**config.mk**
```make
export PLATFORM = sky130hd
export DESIGN_NAME = pcs_startup_ctrl
export DESIGN_NICKNAME = d
export VERILOG_FILES = /design/src/pcs_pkg.sv /design/src/pcs_startup_ctrl.sv
export SDC_FILE = /design/constraint.sdc
export NUM_CORES = 1
export LEC_CHECK = 0
export BUFFER_PORTS_ARGS = -buffer_cell sky130_fd_sc_hd__buf_2
export CAP_MARGIN = 20
export CORE_MARGIN = 4
export CORE_UTILIZATION = 55
export CTS_BUF_LIST = sky130_fd_sc_hd__clkbuf_4 sky130_fd_sc_hd__clkbuf_8
export DETAILED_ROUTE_END_ITERATION = 7
export GPL_ROUTABILITY_DRIVEN = 0
export GPL_TIMING_DRIVEN = 0
export HOLD_SLACK_MARGIN = 0.06
export PLACE_DENSITY_LB_ADDON = 0.05
export SLEW_MARGIN = 20
export SYNTH_ARGS = -nofsm -noshare
export SYNTH_HDL_FRONTEND = slang
export SYNTH_SLANG_ARGS = --single-unit
```
**constraint.sdc**
```tcl
create_clock -name ref_clk_in -period 3.3 [get_ports ref_clk_in]
set_clock_uncertainty 0.2 [all_clocks]
set_input_delay 0.165 -clock ref_clk_in [delete_from_list [all_inputs] [get_ports ref_clk_in]]
set_output_delay 0.165 -clock ref_clk_in [all_outputs]
set_load 0.005 [all_outputs]
```
**src/pcs_pkg.sv**
```systemverilog
package pcs_pkg;
    // software-facing register indices of the controller
    localparam logic [3:0] SW_CMD = 4'h0;
    localparam logic [3:0] SW_PERIOD = 4'h1;
    localparam logic [3:0] SW_DUTY_HI = 4'h2;
    localparam logic [3:0] SW_DUTY_LO = 4'h3;
    localparam logic [3:0] SW_PRESCALE = 4'h4;
    localparam logic [3:0] SW_CONFIG = 4'h5;
    localparam logic [3:0] SW_PINMASK = 4'h6;
    localparam logic [3:0] SW_STATUS = 4'h7;
    localparam logic [3:0] SW_INT_STAT = 4'h8;
    localparam logic [3:0] SW_INT_MASK = 4'h9;
    // command register fields
    localparam int CMD_START_BIT = 0;
    localparam int CMD_PARTIAL_BIT = 1;
    localparam int CMD_INTERNAL_BIT = 2;
    // interrupt status fields
    localparam int INT_DONE_BIT = 0;
    localparam int INT_TIMEOUT_BIT = 1;
    // device register addresses, reached over the device access port
    localparam logic [7:0] DEV_PIN_DIRECTION = 8'h00;
    localparam logic [7:0] DEV_PULSE_CHANNEL_CONTROL = 8'h01;
    localparam logic [7:0] DEV_PERIOD_REGISTER = 8'h02;
    localparam logic [7:0] DEV_DUTY_HIGH_REGISTER = 8'h03;
    localparam logic [7:0] DEV_DUTY_LOW_REGISTER = 8'h04;
    localparam logic [7:0] DEV_PERIPHERAL_FLAG_REGISTER_ONE = 8'h05;
    localparam logic [7:0] DEV_PERIOD_TIMER_CONTROL = 8'h06;
    // device field positions
    localparam int TIMER_OVERFLOW_FLAG_BIT = 1;
    localparam int TIMER_ON_BIT = 7;
    localparam int PRESCALE_SELECT_LSB = 4;
    localparam int CHANNEL_ENABLE_BIT = 7;
    localparam int PULSE_OUTPUT_ENABLE_BIT = 6;
    localparam logic [7:0] DUTY_LOW_KEEP_MASK = 8'h3f;
    // reset values
    localparam logic [7:0] RESET_BYTE = 8'h00;
    localparam logic [1:0] RESET_INT = 2'h0;
    // default overflow wait, in polls
    localparam int POLL_LIMIT_DEFAULT = 65536;
    typedef enum {
        PCS_IDLE, PCS_DIR_OFF, PCS_CTRL_CLR, PCS_PERIOD, PCS_DUTY_HI, PCS_DUTY_LO,
        PCS_FLAG_RD, PCS_FLAG_WR, PCS_PRESCALE, PCS_TMR_ON, PCS_OUT_EN,
        PCS_POLL_RD, PCS_POLL_CHK, PCS_DIR_ON, PCS_OE_SET, PCS_FINAL,
        PCS_LOAD_HI, PCS_LOAD_LO
    } pcs_state_t;
endpackage

```
**src/pcs_startup_ctrl.sv**
```systemverilog
// How it works
// - first set pin directions to input
// - then write channel control to zero
// - third, load the period register
// - fourth, clear duty high and duty low 7:6
// - clear overflow flag before timer start
// - program prescale select before enabling timer
// - then set the timer on bit
// - enable the channel, wait for overflow flag
// - then drive pins, set output enable
// - then write channel control with configuration, then load duty
// - strict order; partial mode moves final write
// - internal-only use keeps pin outputs disabled
module pcs_startup_ctrl
    import pcs_pkg::*;
#(
    parameter int POLL_LIMIT = POLL_LIMIT_DEFAULT
) (
    input wire logic ref_clk_in, // 25 MHz clock
    input wire logic rst_in, // synchronous reset, active high
    input wire logic [3:0] sw_addr_in, // software register index
    input wire logic [7:0] sw_wdata_in, // software write data
    input wire logic sw_wr_in, // software write strobe
    input wire logic sw_rd_in, // software read strobe
    output logic [7:0] sw_rdata_out, // read data, cycle after strobe
    output logic irq_out, // level interrupt
    output logic [7:0] dev_addr_out, // device register address
    output logic [7:0] dev_wdata_out, // device write data
    output logic dev_wr_out, // device write strobe
    output logic dev_rd_out, // device read strobe
    input wire logic [7:0] dev_rdata_in // device read data, cycle after read
);
    localparam logic [16:0] POLL_MAX = 17'(POLL_LIMIT - 1);

    pcs_state_t state_reg, state_next;
    logic partial_reg, partial_next;
    logic internal_reg, internal_next;
    logic [7:0] period_reg, period_next;
    logic [7:0] duty_hi_reg, duty_hi_next;
    logic [7:0] duty_lo_reg, duty_lo_next;
    logic [2:0] prescale_reg, prescale_next;
    logic [7:0] config_reg, config_next;
    logic [7:0] pinmask_reg, pinmask_next;
    logic [1:0] int_stat_reg, int_stat_next;
    logic [1:0] int_mask_reg, int_mask_next;
    logic [16:0] poll_cnt_reg, poll_cnt_next;
    logic [7:0] rdata_reg, rdata_next;
    logic [7:0] addr_reg, addr_next;
    logic [7:0] wdata_reg, wdata_next;
    logic wr_reg, wr_next;
    logic rd_reg, rd_next;
    logic start_ok, ev_done, ev_timeout;

    function automatic logic sw_hit(input logic [3:0] a, input logic [3:0] idx, input logic strobe);
        return strobe && (a == idx);
    endfunction

    // configuration as finally written; internal use never sets the pin enable
    function automatic logic [7:0] final_cfg(input logic [7:0] cfg, input logic internal);
        logic [7:0] v;
        v = cfg;
        if (internal) begin
            v[PULSE_OUTPUT_ENABLE_BIT] = 1'b0;
        end
        return v;
    endfunction

    assign start_ok = sw_hit(sw_addr_in, SW_CMD, sw_wr_in) && sw_wdata_in[CMD_START_BIT] && (state_reg == PCS_IDLE);

    always_comb begin
        state_next = state_reg;
        partial_next = partial_reg;
        internal_next = internal_reg;
        poll_cnt_next = poll_cnt_reg;
        addr_next = addr_reg;
        wdata_next = wdata_reg;
        wr_next = 1'b0;
        rd_next = 1'b0;
        ev_done = 1'b0;
        ev_timeout = 1'b0;
        case (state_reg)
            PCS_IDLE: begin
                if (start_ok) begin
                    partial_next = sw_wdata_in[CMD_PARTIAL_BIT];
                    internal_next = sw_wdata_in[CMD_INTERNAL_BIT];
                    // whole direction register set to input: drivers off
                    addr_next = DEV_PIN_DIRECTION;
                    wdata_next = 8'hff;
                    wr_next = 1'b1;
                    state_next = PCS_DIR_OFF;
                end
            end
            PCS_DIR_OFF: begin
                addr_next = DEV_PULSE_CHANNEL_CONTROL;
                wdata_next = RESET_BYTE;
                wr_next = 1'b1;
                state_next = PCS_CTRL_CLR;
            end
            PCS_CTRL_CLR: begin
                addr_next = DEV_PERIOD_REGISTER;
                wdata_next = period_reg;
                wr_next = 1'b1;
                state_next = PCS_PERIOD;
            end
            PCS_PERIOD: begin
                wr_next = 1'b1;
                if (partial_reg) begin
                    // a partial first pulse is accepted: final write takes step four's place
                    addr_next = DEV_PULSE_CHANNEL_CONTROL;
                    wdata_next = final_cfg(config_reg, internal_reg);
                    state_next = PCS_DUTY_LO;
                end else begin
                    addr_next = DEV_DUTY_HIGH_REGISTER;
                    wdata_next = RESET_BYTE;
                    state_next = PCS_DUTY_HI;
                end
            end
            PCS_DUTY_HI: begin
                addr_next = DEV_DUTY_LOW_REGISTER;
                wdata_next = duty_lo_reg & DUTY_LOW_KEEP_MASK;
                wr_next = 1'b1;
                state_next = PCS_DUTY_LO;
            end
            PCS_DUTY_LO: begin
                addr_next = DEV_PERIPHERAL_FLAG_REGISTER_ONE;
                rd_next = 1'b1;
                state_next = PCS_FLAG_RD;
            end
            PCS_FLAG_RD: begin
                // read data stand only in the cycle after the strobe, so wait it out
                if (!rd_reg) begin
                    // read-modify-write keeps the other flags of that register
                    addr_next = DEV_PERIPHERAL_FLAG_REGISTER_ONE;
                    wdata_next = dev_rdata_in;
                    wdata_next[TIMER_OVERFLOW_FLAG_BIT] = 1'b0;
                    wr_next = 1'b1;
                    state_next = PCS_FLAG_WR;
                end
            end
            PCS_FLAG_WR: begin
                addr_next = DEV_PERIOD_TIMER_CONTROL;
                wdata_next = RESET_BYTE;
                wdata_next[PRESCALE_SELECT_LSB +: 3] = prescale_reg;
                wr_next = 1'b1;
                state_next = PCS_PRESCALE;
            end
            PCS_PRESCALE: begin
                addr_next = DEV_PERIOD_TIMER_CONTROL;
                wdata_next = wdata_reg;
                wdata_next[TIMER_ON_BIT] = 1'b1;
                wr_next = 1'b1;
                state_next = PCS_TMR_ON;
            end
            PCS_TMR_ON: begin
                addr_next = DEV_PULSE_CHANNEL_CONTROL;
                wdata_next = RESET_BYTE;
                wdata_next[CHANNEL_ENABLE_BIT] = 1'b1;
                wr_next = 1'b1;
                poll_cnt_next = '0;
                state_next = PCS_OUT_EN;
            end
            PCS_OUT_EN, PCS_POLL_RD: begin
                addr_next = DEV_PERIPHERAL_FLAG_REGISTER_ONE;
                rd_next = 1'b1;
                state_next = PCS_POLL_CHK;
            end
            PCS_POLL_CHK: begin
                if (rd_reg) begin
                    // strobe still out: the answer stands next cycle
                    state_next = PCS_POLL_CHK;
                end else if (dev_rdata_in[TIMER_OVERFLOW_FLAG_BIT]) begin
                    // pins stay input in internal-only use
                    addr_next = DEV_PIN_DIRECTION;
                    wdata_next = internal_reg ? 8'hff : ~pinmask_reg;
                    wr_next = 1'b1;
                    state_next = PCS_DIR_ON;
                end else if (poll_cnt_reg == POLL_MAX) begin
                    // give up rather than hang on a stopped timer
                    ev_timeout = 1'b1;
                    state_next = PCS_IDLE;
                end else begin
                    poll_cnt_next = poll_cnt_reg + 17'h00001;
                    state_next = PCS_POLL_RD;
                end
            end
            PCS_DIR_ON: begin
                addr_next = DEV_PULSE_CHANNEL_CONTROL;
                wdata_next = RESET_BYTE;
                wdata_next[CHANNEL_ENABLE_BIT] = 1'b1;
                wdata_next[PULSE_OUTPUT_ENABLE_BIT] = !internal_reg;
                wr_next = 1'b1;
                state_next = PCS_OE_SET;
            end
            PCS_OE_SET: begin
                wr_next = 1'b1;
                if (partial_reg) begin
                    addr_next = DEV_DUTY_HIGH_REGISTER;
                    wdata_next = duty_hi_reg;
                    state_next = PCS_LOAD_HI;
                end else begin
                    addr_next = DEV_PULSE_CHANNEL_CONTROL;
                    wdata_next = final_cfg(config_reg, internal_reg);
                    state_next = PCS_FINAL;
                end
            end
            PCS_FINAL: begin
                // running duty is loaded last, so the first period runs at zero duty
                addr_next = DEV_DUTY_HIGH_REGISTER;
                wdata_next = duty_hi_reg;
                wr_next = 1'b1;
                state_next = PCS_LOAD_HI;
            end
            PCS_LOAD_HI: begin
                addr_next = DEV_DUTY_LOW_REGISTER;
                wdata_next = duty_lo_reg;
                wr_next = 1'b1;
                state_next = PCS_LOAD_LO;
            end
            PCS_LOAD_LO: begin
                ev_done = 1'b1;
                state_next = PCS_IDLE;
            end
            default: begin
                state_next = PCS_IDLE;
            end
        endcase
    end

    always_comb begin
        period_next = period_reg;
        duty_hi_next = duty_hi_reg;
        duty_lo_next = duty_lo_reg;
        prescale_next = prescale_reg;
        config_next = config_reg;
        pinmask_next = pinmask_reg;
        int_mask_next = int_mask_reg;
        int_stat_next = int_stat_reg;
        rdata_next = RESET_BYTE;
        if (sw_hit(sw_addr_in, SW_PERIOD, sw_wr_in)) begin
            period_next = sw_wdata_in;
        end
        if (sw_hit(sw_addr_in, SW_DUTY_HI, sw_wr_in)) begin
            duty_hi_next = sw_wdata_in;
        end
        if (sw_hit(sw_addr_in, SW_DUTY_LO, sw_wr_in)) begin
            duty_lo_next = sw_wdata_in;
        end
        if (sw_hit(sw_addr_in, SW_PRESCALE, sw_wr_in)) begin
            prescale_next = sw_wdata_in[2:0];
        end
        if (sw_hit(sw_addr_in, SW_CONFIG, sw_wr_in)) begin
            config_next = sw_wdata_in;
        end
        if (sw_hit(sw_addr_in, SW_PINMASK, sw_wr_in)) begin
            pinmask_next = sw_wdata_in;
        end
        if (sw_hit(sw_addr_in, SW_INT_MASK, sw_wr_in)) begin
            int_mask_next = sw_wdata_in[1:0];
        end
        if (sw_hit(sw_addr_in, SW_INT_STAT, sw_wr_in)) begin
            int_stat_next = int_stat_reg & ~sw_wdata_in[1:0];
        end
        // set beats a clear in the same cycle
        int_stat_next = int_stat_next | {ev_timeout, ev_done};
        if (sw_rd_in) begin
            case (sw_addr_in)
                SW_CMD: rdata_next = {5'h00, internal_reg, partial_reg, 1'b0};
                SW_PERIOD: rdata_next = period_reg;
                SW_DUTY_HI: rdata_next = duty_hi_reg;
                SW_DUTY_LO: rdata_next = duty_lo_reg;
                SW_PRESCALE: rdata_next = {5'h00, prescale_reg};
                SW_CONFIG: rdata_next = config_reg;
                SW_PINMASK: rdata_next = pinmask_reg;
                SW_STATUS: rdata_next = {7'h00, state_reg != PCS_IDLE};
                SW_INT_STAT: rdata_next = {6'h00, int_stat_reg};
                SW_INT_MASK: rdata_next = {6'h00, int_mask_reg};
                default: rdata_next = RESET_BYTE;
            endcase
        end
    end

    always_ff @(posedge ref_clk_in) begin
        if (rst_in) begin
            state_reg <= PCS_IDLE;
            partial_reg <= 1'b0;
            internal_reg <= 1'b0;
            period_reg <= RESET_BYTE;
            duty_hi_reg <= RESET_BYTE;
            duty_lo_reg <= RESET_BYTE;
            prescale_reg <= 3'h0;
            config_reg <= RESET_BYTE;
            pinmask_reg <= RESET_BYTE;
            int_stat_reg <= RESET_INT;
            int_mask_reg <= RESET_INT;
            poll_cnt_reg <= '0;
            rdata_reg <= RESET_BYTE;
            addr_reg <= RESET_BYTE;
            wdata_reg <= RESET_BYTE;
            wr_reg <= 1'b0;
            rd_reg <= 1'b0;
        end else begin
            state_reg <= state_next;
            partial_reg <= partial_next;
            internal_reg <= internal_next;
            period_reg <= period_next;
            duty_hi_reg <= duty_hi_next;
            duty_lo_reg <= duty_lo_next;
            prescale_reg <= prescale_next;
            config_reg <= config_next;
            pinmask_reg <= pinmask_next;
            int_stat_reg <= int_stat_next;
            int_mask_reg <= int_mask_next;
            poll_cnt_reg <= poll_cnt_next;
            rdata_reg <= rdata_next;
            addr_reg <= addr_next;
            wdata_reg <= wdata_next;
            wr_reg <= wr_next;
            rd_reg <= rd_next;
        end
    end

    assign sw_rdata_out = rdata_reg;
    assign irq_out = |(int_stat_reg & int_mask_reg);
    assign dev_addr_out = addr_reg;
    assign dev_wdata_out = wdata_reg;
    assign dev_wr_out = wr_reg;
    assign dev_rd_out = rd_reg;

    dir_off_first_a: assert property (@(posedge ref_clk_in) disable iff (rst_in)
        start_ok |=> dev_wr_out && dev_addr_out == DEV_PIN_DIRECTION && dev_wdata_out == 8'hff)
        else $error("start did not turn pin drivers off first");
    ctrl_clear_a: assert property (@(posedge ref_clk_in) disable iff (rst_in)
        state_reg == PCS_DIR_OFF |-> ##1 dev_wr_out && dev_addr_out == DEV_PULSE_CHANNEL_CONTROL
        && dev_wdata_out == 8'h00 ##1 dev_addr_out == DEV_PERIOD_REGISTER)
        else $error("control clear not between direction and period writes");
    period_load_a: assert property (@(posedge ref_clk_in) disable iff (rst_in)
        dev_wr_out && dev_addr_out == DEV_PERIOD_REGISTER |-> dev_wdata_out == period_reg)
        else $error("period written with wrong value");
    duty_zero_a: assert property (@(posedge ref_clk_in) disable iff (rst_in)
        state_reg == PCS_DUTY_HI |-> dev_wdata_out == 8'h00 ##1 dev_wdata_out[7:6] == 2'h0)
        else $error("duty not cleared at step four");
    flag_clear_a: assert property (@(posedge ref_clk_in) disable iff (rst_in)
        state_reg == PCS_FLAG_WR |-> !dev_wdata_out[TIMER_OVERFLOW_FLAG_BIT] ##2 dev_wdata_out[TIMER_ON_BIT])
        else $error("timer started without clearing overflow flag");
    timer_on_a: assert property (@(posedge ref_clk_in) disable iff (rst_in)
        state_reg == PCS_PRESCALE |=> dev_wr_out && dev_wdata_out[PRESCALE_SELECT_LSB +: 3] == prescale_reg
        && $past(dev_wdata_out[PRESCALE_SELECT_LSB +: 3]) == prescale_reg)
        else $error("timer on write lost the prescale");
    overflow_seen_a: assert property (@(posedge ref_clk_in) disable iff (rst_in)
        state_reg == PCS_POLL_CHK && !dev_rdata_in[TIMER_OVERFLOW_FLAG_BIT] |=> state_reg != PCS_DIR_ON)
        else $error("pins enabled before overflow");
    oe_after_dir_a: assert property (@(posedge ref_clk_in) disable iff (rst_in)
        state_reg == PCS_DIR_ON && !internal_reg |=> dev_wdata_out[PULSE_OUTPUT_ENABLE_BIT]
        && dev_addr_out == DEV_PULSE_CHANNEL_CONTROL)
        else $error("output enable not set after drivers on");
    internal_pins_a: assert property (@(posedge ref_clk_in) disable iff (rst_in)
        internal_reg && dev_wr_out && dev_addr_out == DEV_PIN_DIRECTION |-> dev_wdata_out == 8'hff)
        else $error("pin driven in internal-only use");
endmodule

```
==> metrics, run 1 <==
outcome=completed; final net count=699; Power Density=438.9 nW/um^2; CP Max Fanout=10; num ports=51; drt drc=0; Crit. End Element=register; arrival time at the worst endpoint=2.98 ns; Synth Cell Area=4875 sq um; ys async rst share=0%; Finished Layout Cells=786; Final ANT Viol Nets=0; Leak=1.850 nW; Slew @ Worst Pin=0.9740 ns; DP Area=5248 sq um; initial antenna violation count=0; multi-input logic area=2750 sq um; Distinct cells, synth=67; Ant. Diodes=0; max FFs per register=17; H-Tree Depth=3; Clock transition at path regs=0.10 ns; Clock Path Buffers=2; Seq/Total Area, Yosys=37.78%; Fin Hold WS=0.07334 ns; initial DRC count=460; core box area=8678 sq um; Max Slew Vio Count=0; crit start category=register; Worst Hold Class=in2reg; top post-synthesis cells by area=dfxtp_1 38%, a21oi_1 6.3%, nand3_1 5.7%; RSZ-0062 raised after global routing=false; relative slew slack=34.83%; chip width=102.1 um; FP Rows=34; Synth Area per Inst=8.004 sq um; DP Cell Count=761; design area=5553 sq um; top cell type's share of synthesized area=37.78%; die area=10430 sq um; Post-CTS Resized=0; Total Routing Usage GR=29.25%; Achievable Freq=349.3 MHz; number of fill cells=802; endpoints failing setup=0; layout cells sized above 1=12.39%; final period utilization=86.75%; Clk Latency, worst-skew pair=0.38 ns; HPWL after detailed placement=10570 um; final core utilization=63.99%; Buffers on Ports=40; max-cap viol count=0; worst slack, placed=0.4571 ns; synthesized instance count=609; data required time at the worst endpoint=3.42 ns; largest net degree at the start of global routing=19; vias in the first global route=4616; DR vias/cell=6.281; grt ovf=0; Setup WS post-layout=0.4372 ns; CP Class=reg2reg; Root Driver=clkbuf_8; Synth warnings=0; Final Routed Wirelength=15020 um; TNS Setup=0 ns; Synth Register Bits=92; DRT Pass-1 Iters=6; register area=1842 sq um; ys flop type=dfxtp_1; largest vdd supply drop=0.0002285 V; Post-synth EDFFs=0; CTS tree=built; Initial Utilization=56.17%; setup repair bufs after CTS=0; Power Total=2.437 mW; Fin. Hold Viols=0; Die Height=102.1 um; Final Critical Period=2.863 ns; first-pass GRT wire length=23600 um; area leader, netlist=dfxtp_1; Wirelength per Cell=19.11 um; DR vias=4937; Hold Buf Count CTS=9; Layout area overhead=13.91%; TritonCTS buffer count=9; CTS Sinks=92
-- critical path, cell delays in order, from the launching register on --
cell and delay, ns:
dfxtp_1 0.42, and4_1 0.32, nand3_1 0.19, nor4_1 0.40, ha_1 0.27, or3_1 0.12, buf_2 0.18, buf_6 0.17
a21oi_1 0.12, a211oi_1 0.30, a31o_1 0.12
-- power by group --
part / leakage [nW] / total, mW / internal, mW / switching (mW)
Clock: 0.105 / 0.834 / 0.369 / 0.466
Combinational: 1.00 / 0.423 / 0.166 / 0.257
Sequential: 0.744 / 1.18 / 1.16 / 0.0241
Total: 1.85 / 2.44 / 1.69 / 0.747
-- per-layer routing --
layer  global-route usage, %  wire, um  up-vias
met5                       0         0        -
met4                   12.31       526        0
met3                   5.188      1315       42
met2                   46.88      7065      261
met1                   38.92      6111     2300
li1                        -         -     2334
-- synth_stat cells (2+ instances only) --
master,instances
dfxtp_1,92
nand2_1,72
a21oi_1,61
nand3_1,56
nor2_1,45
clkbuf_1,39
a22oi_1,17
inv_1,16
nand2b_1,16
xnor2_1,14
a221oi_1,13
mux2i_1,13
nor2b_1,13
o21ai_0,11
a222oi_1,10
and3_1,9
nor3_1,9
a211oi_1,7
or3_1,7
buf_4,6
a2111oi_1,4
a32oi_1,4
and4_1,4
buf_1,4
buf_2,4
nand3b_1,4
a22o_1,3
a2bb2oi_1,3
buf_6,3
mux2_2,3
nor4_1,3
o22ai_1,3
a31oi_1,2
and3b_1,2
ha_1,2
nand4_1,2
nand4bb_1,2
nor3b_2,2
-- final timing paths --
check,end,slack (ns),startpoint,depth (start not counted)
setup / recovery,poll_cnt_reg[11]$_SDFFE_PP0P_,0.44,poll_cnt_reg[7]$_SDFFE_PP0P_,10
hold / removal,config_reg[1]$_SDFFE_PP0P_,0.07,sw_wdata_in[1],3
setup reg to reg,poll_cnt_reg[11]$_SDFFE_PP0P_,0.44,poll_cnt_reg[7]$_SDFFE_PP0P_,10
hold reg to reg,dev_wdata_out[6]$_SDFFE_PP0P_,0.27,dev_wdata_out[6]$_SDFFE_PP0P_,2
-- layout make-up --
type / instances / share of cell area [%]
multi-input cells: 449 / 49.53
well taps: 108 / 2.434
repair buffers: 49 / 5.228
clock buffers: 9 / 2.231
clock inverters: 7 / 1.645
plain buffers: 56 / 4.687
flip-flops and latches: 92 / 33.17
inverters: 16 / 1.082
-- cell usage in the layout, fill, tap and decap left out, types with 3 or more instances in the layout --
cell            n
clkbuf_1       39
conb_1          5
and3_1          9
and4_1          4
xnor2_1        14
nor2_1         45
nor3_1          7
a22o_1          3
or3_1           7
buf_4           6
a221oi_1       13
a2bb2oi_1       3
dlygate4sd3_1   9
a21oi_1        61
a22oi_1        17
nor3_2          3
buf_1           4
nand2_1        72
a222oi_1       10
nor2b_1        13
mux2i_1        13
inv_1          16
a2111oi_1       4
nand2b_1       16
a32oi_1         4
buf_2          44
o21ai_0        11
nand3b_1        4
clkbuf_8        9
dfxtp_1        92
nand3_1        56
a211oi_1        7
buf_6           3
o22ai_1         3
mux2_2          3
-- logic make-up after synthesis --
group,after synthesis,share of synthesized area [%]
AOI/OAI and AO/OA,157,22.64
and+or+nand+nor,253,25.90
other,1,0.07693
xor gates and xnor gates,15,2.695
DFF,92,37.78
muxes,17,3.824
adders and majority gates,2,0.5133
buffers and inverters,72,6.571
Power figures use the tool's default switching activity.
==> run 2: changes to the inputs <==
--- a/config.mk
+++ b/config.mk
@@ -5,12 +5,15 @@
 export SDC_FILE = /design/constraint.sdc
 export NUM_CORES = 1
 export LEC_CHECK = 0
-export BUFFER_PORTS_ARGS = -buffer_cell sky130_fd_sc_hd__buf_2
+export ABC_AREA = 1
 export CAP_MARGIN = 20
+export CELL_PAD_IN_SITES_DETAIL_PLACEMENT = 0
+export CELL_PAD_IN_SITES_GLOBAL_PLACEMENT = 1
 export CORE_MARGIN = 4
-export CORE_UTILIZATION = 55
+export CORE_UTILIZATION = 47
 export CTS_BUF_LIST = sky130_fd_sc_hd__clkbuf_4 sky130_fd_sc_hd__clkbuf_8
 export DETAILED_ROUTE_END_ITERATION = 7
+export DONT_BUFFER_PORTS = 1
 export GPL_ROUTABILITY_DRIVEN = 0
 export GPL_TIMING_DRIVEN = 0
 export HOLD_SLACK_MARGIN = 0.06
==> run 2 against run 1 <==
Net effect:
- non-clock buffer count shrank 52
- via count rose by 2.5%
- register-to-register slack better by 0.39 ns
- wire length is 4.0% higher
- hold slack improved by 0.014 ns
- synthesized cell count increased by 25%
- area after synthesis rose by 2.1%
- sequential power about the same
- global-route usage fell by 4.3 points
- design area grew 0.74%
- die area increased by 18%
- cell count is 19% higher
- largest cell class unchanged
==> metrics, run 2 <==
CP bufs+invs=3 (+1); family with the most delay on the worst path=simple AND/OR/NAND/NOR gates; worst-path cell chain=ha_1 > nand2_1 > inv_1 > nand4_1 > nor4_1 > ha_1 > nor3_1 > nand2_2 > nand2_4 > buf_6 > inv_2 > o21ai_1 > a21oi_1; Ant. Diodes=0 (unchanged); max FFs per register=17 (unchanged); area leader, netlist=dfxtp_1; initial DRC count=427 (-7.2%); die area=12300 sq um (+18%); hold path startpoint=sw_addr_in[3]; Hold Crit Depth=5 (+2); most common cell in the netlist=nand2_1; Worst Hold Class=in2reg; crit start category=register; Worst path max stage delay=0.39 ns (-0.03 ns); Final Critical Period=2.469 ns (-0.3937 ns); Power Density=424.6 nW/um^2 (-3.3%); setup repair bufs after CTS=0 (unchanged); worst r2r src=poll_cnt_reg[0]$_SDFFE_PP0P_; CP Max Fanout=10 (unchanged); arrival time at the worst endpoint=2.57 ns (-0.41 ns); layout cells sized above 1=8.219% (-4.2 points); Final Routed Wirelength=15610 um (+4.0%); DR vias/cell=5.390 (-14%); Clock transition at path regs=0.11 ns (about the same); CTS tree=built; H-Tree Depth=3 (unchanged); reg2reg path depth=13 (+3); first-pass GRT wire length=24940 um (+5.7%); ys async rst share=0% (unchanged); HPWL after detailed placement=11800 um (+12%); data required time at the worst endpoint=3.40 ns (-0.02 ns); Slew @ Worst Pin=0.6472 ns (-0.3267 ns); RSZ-0062 raised after global routing=false; Layout area overhead=12.42%; cell repeated most along the worst path=ha_1; R2R setup slack=0.83 ns (+0.39 ns); Root Driver=clkbuf_8; top cell type's share of synthesized area=37.01% (-0.77 points); Die Height=110.9 um (+8.6%); Synth Register Bits=92 (unchanged); Leak=2.233 nW (+21%); core box area=10320 sq um (+19%); TritonCTS buffer count=9 (unchanged); Achievable Freq=405.0 MHz (+16%); Total Routing Usage GR=24.92% (-4.3 points); Power Total=2.375 mW (-2.6%); final net count=824 (+18%); Distinct cells, synth=40 (-40%); CTS Sinks=92 (unchanged); Worst Setup SP=poll_cnt_reg[0]$_SDFFE_PP0P_; CP Class=reg2reg; FP Rows=37 (+8.8%); final period utilization=74.82% (-12 points); DR vias=5061 (+2.5%); initial antenna violation count=0 (unchanged); Wirelength per Cell=16.63 um (-13%); largest vdd supply drop=0.0001895 V (-17%); Crit. End Element=register; Initial Utilization=48.20% (-8.0 points); commonest non-fill, non-tap cell in the layout=nand2_1; Synth Area per Inst=6.556 sq um (-18%); Critical-path top delay cell=dfxtp_1; Seq/Total Area, Yosys=37.01% (-0.77 points); largest net degree at the start of global routing=19 (unchanged); Clock Path Buffers=2 (unchanged); DRT Pass-1 Iters=5 (-1); synthesized instance count=759 (+25%); num ports=51 (unchanged); Synth Cell Area=4976 sq um (+2.1%); Synth warnings=0 (unchanged); Fin. Hold Viols=0 (unchanged); highest-count cells in the layout ignoring fill and taps=138 x nand2_1, 106 x nor2_1, 95 x inv_1; Max Slew Vio Count=0 (unchanged); endpoints failing setup=0 (unchanged); TNS Setup=0 ns (unchanged); ys flop type=dfxtp_1; Buffers on Ports=0 (-100%); relative slew slack=56.85% (+22 points); grt ovf=0 (unchanged); chip width=110.9 um (+8.6%); top post-synthesis cells by area=dfxtp_1 37%, nand2_1 10%, a21oi_1 8.0%; vias in the first global route=4720 (+2.3%); Post-synth EDFFs=0 (unchanged); outcome=completed; Clk Latency, worst-skew pair=0.37 ns (about the same); WP depth=13 (+3); Post-synth top cells=138 x nand2_1, 106 x nor2_1, 95 x inv_1, 92 x dfxtp_1, 80 x a21oi_1; max-cap viol count=0 (unchanged); drt drc=0 (unchanged); Final ANT Viol Nets=0 (unchanged)
run 2: cell types whose count changed after synthesis, moves of 16 or more:
cell / delta
inv_1: +79
nand2_1: +66
nor2_1: +61
o21ai_0: +45
clkbuf_1: -26
a21oi_1: +19
a22oi_1: -17
o22ai_1: +17
nand2b_1: -16
run 2: layout make-up:
type                    count  area (sq um)
clock buffers               9         123.9
plain buffers              29         171.4
inverters                 104         392.9
multi-input cells         538          2585
repair buffers             24         240.2
flip-flops and latches     92          1842
well taps                 136         170.2
clock inverters             7         68.82
fillers                  1055          4730
run 2: cells by family (layout without fill, tap and decap cells):
kind of cell	count (synthesis)	in the layout	share of synthesized area, %
simple gates	353	353	31.66
compound gates	177	177	19.24
buf+inv	133	173	11.34
flops	92	92	37.01
fa+ha+maj	2	2	0.5028
other cells	1	5	0.07536
xor+xnor	1	1	0.1760
run 2: stage by stage:
stage	utilization, %	worst slack (ns)	cell area (sq um)	hold WS [ns]	std cells
floorplan	-	1.288	4991	0.09400	763
global placement	49.99	0.9249	5161	0.1010	899
detailed placement	49.99	0.8721	5161	0.1253	899
CTS	54.19	0.8365	5594	0.06344	939
global route	54.19	0.5492	5594	0.1147	939
finish	54.19	0.8309	5594	0.08781	939
run 2: what timing repair did:
| item | CTS | global route |
|---|---|---|
| endpoints found under the hold margin | 69 | 0 |
| setup endpoints to repair | 0 | 0 |
| resized for setup | 0 | 0 |
| hold buffers | 24 | 0 |
run 2: path summary, 6_finish.rpt:
kind                              endpoint
max          poll_cnt_reg[16]$_SDFFE_PP0P_
min             sw_rdata_out[2]$_SDFF_PP0_
max reg2reg  poll_cnt_reg[16]$_SDFFE_PP0P_
min reg2reg   poll_cnt_reg[8]$_SDFFE_PP0P_
run 2: metal layers:
layer	GRT usage [%]	share of wire (%)	wire length, um
met5	0	0	0
met1	35.66	47	7343
met2	37.78	43	6702
met4	6.158	1.4	218
met3	5.895	8.6	1348
run 2: worst register-to-register path: cells and delay by family, from the launching register on:
family	cells	cell delay (ns)
flops	1	0.39
compound gates	2	0.19
fa+ha+maj	2	0.47
buf+inv	3	0.32
simple gates	6	0.84
run 2: power by group:
| part | leakage [nW] | switching, mW | total [mW] | internal, mW |
|---|---|---|---|---|
| Clock | 0.0993 | 0.464 | 0.759 | 0.295 |
| Sequential | 0.744 | 0.0418 | 1.21 | 1.17 |
| Combinational | 1.39 | 0.268 | 0.408 | 0.141 |
| Total | 2.23 | 0.773 | 2.38 | 1.60 |
==> run 3: changes to the inputs <==
--- a/config.mk
+++ b/config.mk
@@ -5,12 +5,12 @@
 export SDC_FILE = /design/constraint.sdc
 export NUM_CORES = 1
 export LEC_CHECK = 0
-export ABC_AREA = 1
+export ABC_AREA = 0
 export CAP_MARGIN = 20
 export CELL_PAD_IN_SITES_DETAIL_PLACEMENT = 0
 export CELL_PAD_IN_SITES_GLOBAL_PLACEMENT = 1
 export CORE_MARGIN = 4
-export CORE_UTILIZATION = 47
+export CORE_UTILIZATION = 49
 export CTS_BUF_LIST = sky130_fd_sc_hd__clkbuf_4 sky130_fd_sc_hd__clkbuf_8
 export DETAILED_ROUTE_END_ITERATION = 7
 export DONT_BUFFER_PORTS = 1
==> constraint.sdc (replaced) <==
create_clock -name ref_clk_in -period 2.4 [get_ports ref_clk_in]
set_clock_uncertainty 0.2 [all_clocks]
set_input_delay 0.12 -clock ref_clk_in [delete_from_list [all_inputs] [get_ports ref_clk_in]]
set_output_delay 0.12 -clock ref_clk_in [all_outputs]
set_load 0.005 [all_outputs]
==> run 3 against run 2 <==
Net effect:
- the run now ends with setup timing left
- fmax rose by 2.7%
- clock-buffer cell count increased by 1
- design area rose by 5.1%
- sequential power up 36%
- die area shrank 5.6%
- via count down 3.2%
- core utilization is 6.3 points higher
- wire length rose by 4.2%
- critical path type unchanged
- largest cell class unchanged
==> metrics, run 3 (same netlist as run 1, synthesis figures left out) <==
Critical-path top delay cell=a2111oi_2; layout cells sized above 1=14.52% (+6.3 points); FP Rows=36 (-2.7%); RSZ-0062 raised after global routing=true; Layout area overhead=20.66%; Worst Hold Class=in2reg; Final Critical Period=2.403 ns (-0.06558 ns); R2R setup slack=-0.003 ns (-0.83 ns); DR vias=4901 (-3.2%); drt drc=0 (unchanged); final net count=682 (-17%); reg2reg path depth=10 (-3); number of fill cells=878 (-17%); CTS Sinks=92 (unchanged); Crit. End Element=register; largest vdd supply drop=0.0003737 V (+97%); max FFs per register=17 (unchanged); Achievable Freq=416.1 MHz (+2.7%); chip width=107.7 um (-2.8%); Worst Hold Endpoint=sw_rdata_out[2]$_SDFF_PP0_; Reg-to-Reg End=poll_cnt_reg[10]$_SDFFE_PP0P_; endpoints failing setup=1 (+1); HPWL after detailed placement=11140 um (-5.6%); data required time at the worst endpoint=2.47 ns (-0.93 ns); largest net degree at the start of global routing=17 (-2); core box area=9729 sq um (-5.8%); initial antenna violation count=0 (unchanged); CP bufs+invs=2 (-1); Slew @ Worst Pin=0.9710 ns (+0.3238 ns); relative slew slack=34.91% (-22 points); hold path startpoint=sw_addr_in[3]; TritonCTS buffer count=9 (unchanged); vias in the first global route=4799 (+1.7%); Power Density=604.7 nW/um^2 (+42%); Buffers on Ports=0 (unchanged); Clock Path Buffers=2 (unchanged); final period utilization=100.1% (+25 points); Max Slew Vio Count=0 (unchanged); CTS tree=built; Die Height=107.7 um (-2.8%); Total Routing Usage GR=28.70% (+3.8 points); multi-input logic area=2918 sq um (+13%); Power Total=3.557 mW (+50%); Final Routed Wirelength=16280 um (+4.2%); highest-count cells in the layout ignoring fill and taps=80 x dfxtp_1, 72 x nand2_1, 59 x a21oi_1; arrival time at the worst endpoint=2.47 ns (-0.10 ns); outcome=finished, violations left; CP Max Fanout=7 (-3); register area=1862 sq um (+1.1%); Worst path max stage delay=0.37 ns (-0.02 ns); failing checks=setup timing; DRT Pass-1 Iters=5 (unchanged); Hold Crit Depth=3 (-2); Final ANT Viol Nets=0 (unchanged); Leak=1.865 nW (-16%); Setup WS post-layout=-0.003471 ns (-0.8344 ns); Ant. Diodes=0 (unchanged); final core utilization=60.46% (+6.3 points); crit start category=register; grt ovf=0 (unchanged); num ports=51 (unchanged); Clk Latency, worst-skew pair=0.38 ns (about the same); worst-path cell chain=and4_4 > nand3_4 > nor4_4 > ha_2 > or3_1 > buf_6 > buf_4 > a2111oi_2 > xnor2_1 > nor2_1; commonest non-fill, non-tap cell in the layout=dfxtp_1; initial DRC count=438 (+2.6%); H-Tree Depth=3 (unchanged); max-cap viol count=0 (unchanged); Fin. Hold Viols=0 (unchanged); first-pass GRT wire length=25610 um (+2.7%); die area=11610 sq um (-5.6%); Wirelength per Cell=20.50 um (+23%); family with the most delay on the worst path=simple AND/OR/NAND/NOR gates; Initial Utilization=50.10% (+1.9 points); DR vias/cell=6.173 (+15%); Root Driver=clkbuf_8; worst r2r src=poll_cnt_reg[9]$_SDFFE_PP0P_; Clock transition at path regs=0.09 ns (-0.02 ns); CP Class=reg2reg
-- run 3: changes by cell type in the layout (fill, tap and decap cells not counted), sizes merged, moves of 14 or more --
cell	before	now
a21oi	80	62
a22oi	0	17
buf	16	31
clkbuf	22	48
inv	106	18
nand2	149	72
nand2b	0	16
nor2	117	45
o21ai	60	12
o22ai	20	3
xnor2	0	14
-- run 3: layout make-up --
class,instances,share of cell area (%)
clock buffer,10,2.340
clock inverter,6,2.000
multi-input combinational,449,49.61
tap,133,2.829
sequential,92,31.65
buffer,54,4.680
timing repair buffer,34,5.871
inverter,16,1.021
-- run 3: worst max path at each step --
stage / from / to / slack (ns) / depth (start not counted)
floorplan: poll_cnt_reg[0]$_SDFFE_PP0P_ / poll_cnt_reg[15]$_SDFFE_PP0P_ / 0.01 / 10
global placement: state_reg[0]$_SDFFE_PP0P_ / dev_wdata_out[0]$_SDFFE_PP0P_ / -0.59 / 7
detailed placement: poll_cnt_reg[7]$_SDFFE_PP0P_ / poll_cnt_reg[11]$_SDFFE_PP0P_ / -0.27 / 10
CTS: poll_cnt_reg[10]$_SDFFE_PP0P_ / poll_cnt_reg[13]$_SDFFE_PP0P_ / -0.01 / 10
global route: state_reg[0]$_SDFFE_PP0P_ / poll_cnt_reg[3]$_SDFFE_PP0P_ / -0.1 / 7
finish: poll_cnt_reg[9]$_SDFFE_PP0P_ / poll_cnt_reg[10]$_SDFFE_PP0P_ / -0.003 / 10
-- run 3: timing repair --
action,in CTS,in global routing
setup buffers,7,7
cloned,0,1
endpoints found under the hold margin,64,0
hold buffers,19,0
resized for setup,37,17
setup endpoints to repair,27,28
pin swaps,5,6
-- run 3: worst register-to-register path, stage by stage, from the launching register on --
cell	delay [ns]
dfxtp_2	0.35
and4_4	0.20
nand3_4	0.09
nor4_4	0.05
ha_2	0.18
or3_1	0.35
buf_6	0.16
buf_4	0.13
a2111oi_2	0.37
xnor2_1	0.16
nor2_1	0.05
-- run 3: power by group --
part / internal [mW] / total [mW] / switching [mW] / leakage, nW
clock network: 0.732 / 1.34 / 0.613 / 0.125
registers: 1.59 / 1.64 / 0.0498 / 0.751
logic: 0.220 / 0.576 / 0.356 / 0.990
-- run 3: per-stage QoR --
stage	instance area [sq um]	TNS (ns)	cells	setup slack (ns)	hold WS (ns)
after detailed placement	5094	-5.376	746	-0.2671	0.07492
after floorplan	4905	0	613	0.01262	0.06394
after global placement	5071	-9.345	746	-0.5852	0.06964
after global routing	5882	-0.5158	794	-0.09925	0.1089
after CTS	5748	-0.02296	788	-0.01110	0.06656
final	5882	-0.003471	794	-0.003471	0.07605
-- run 3: metal layers --
metal	up-vias	track usage [%]	wire length, um
li1	2296	-	-
met1	2323	36.43	6620
met2	228	46.36	7675
met3	54	5.579	1281
met4	0	14.34	697
met5	-	0	0
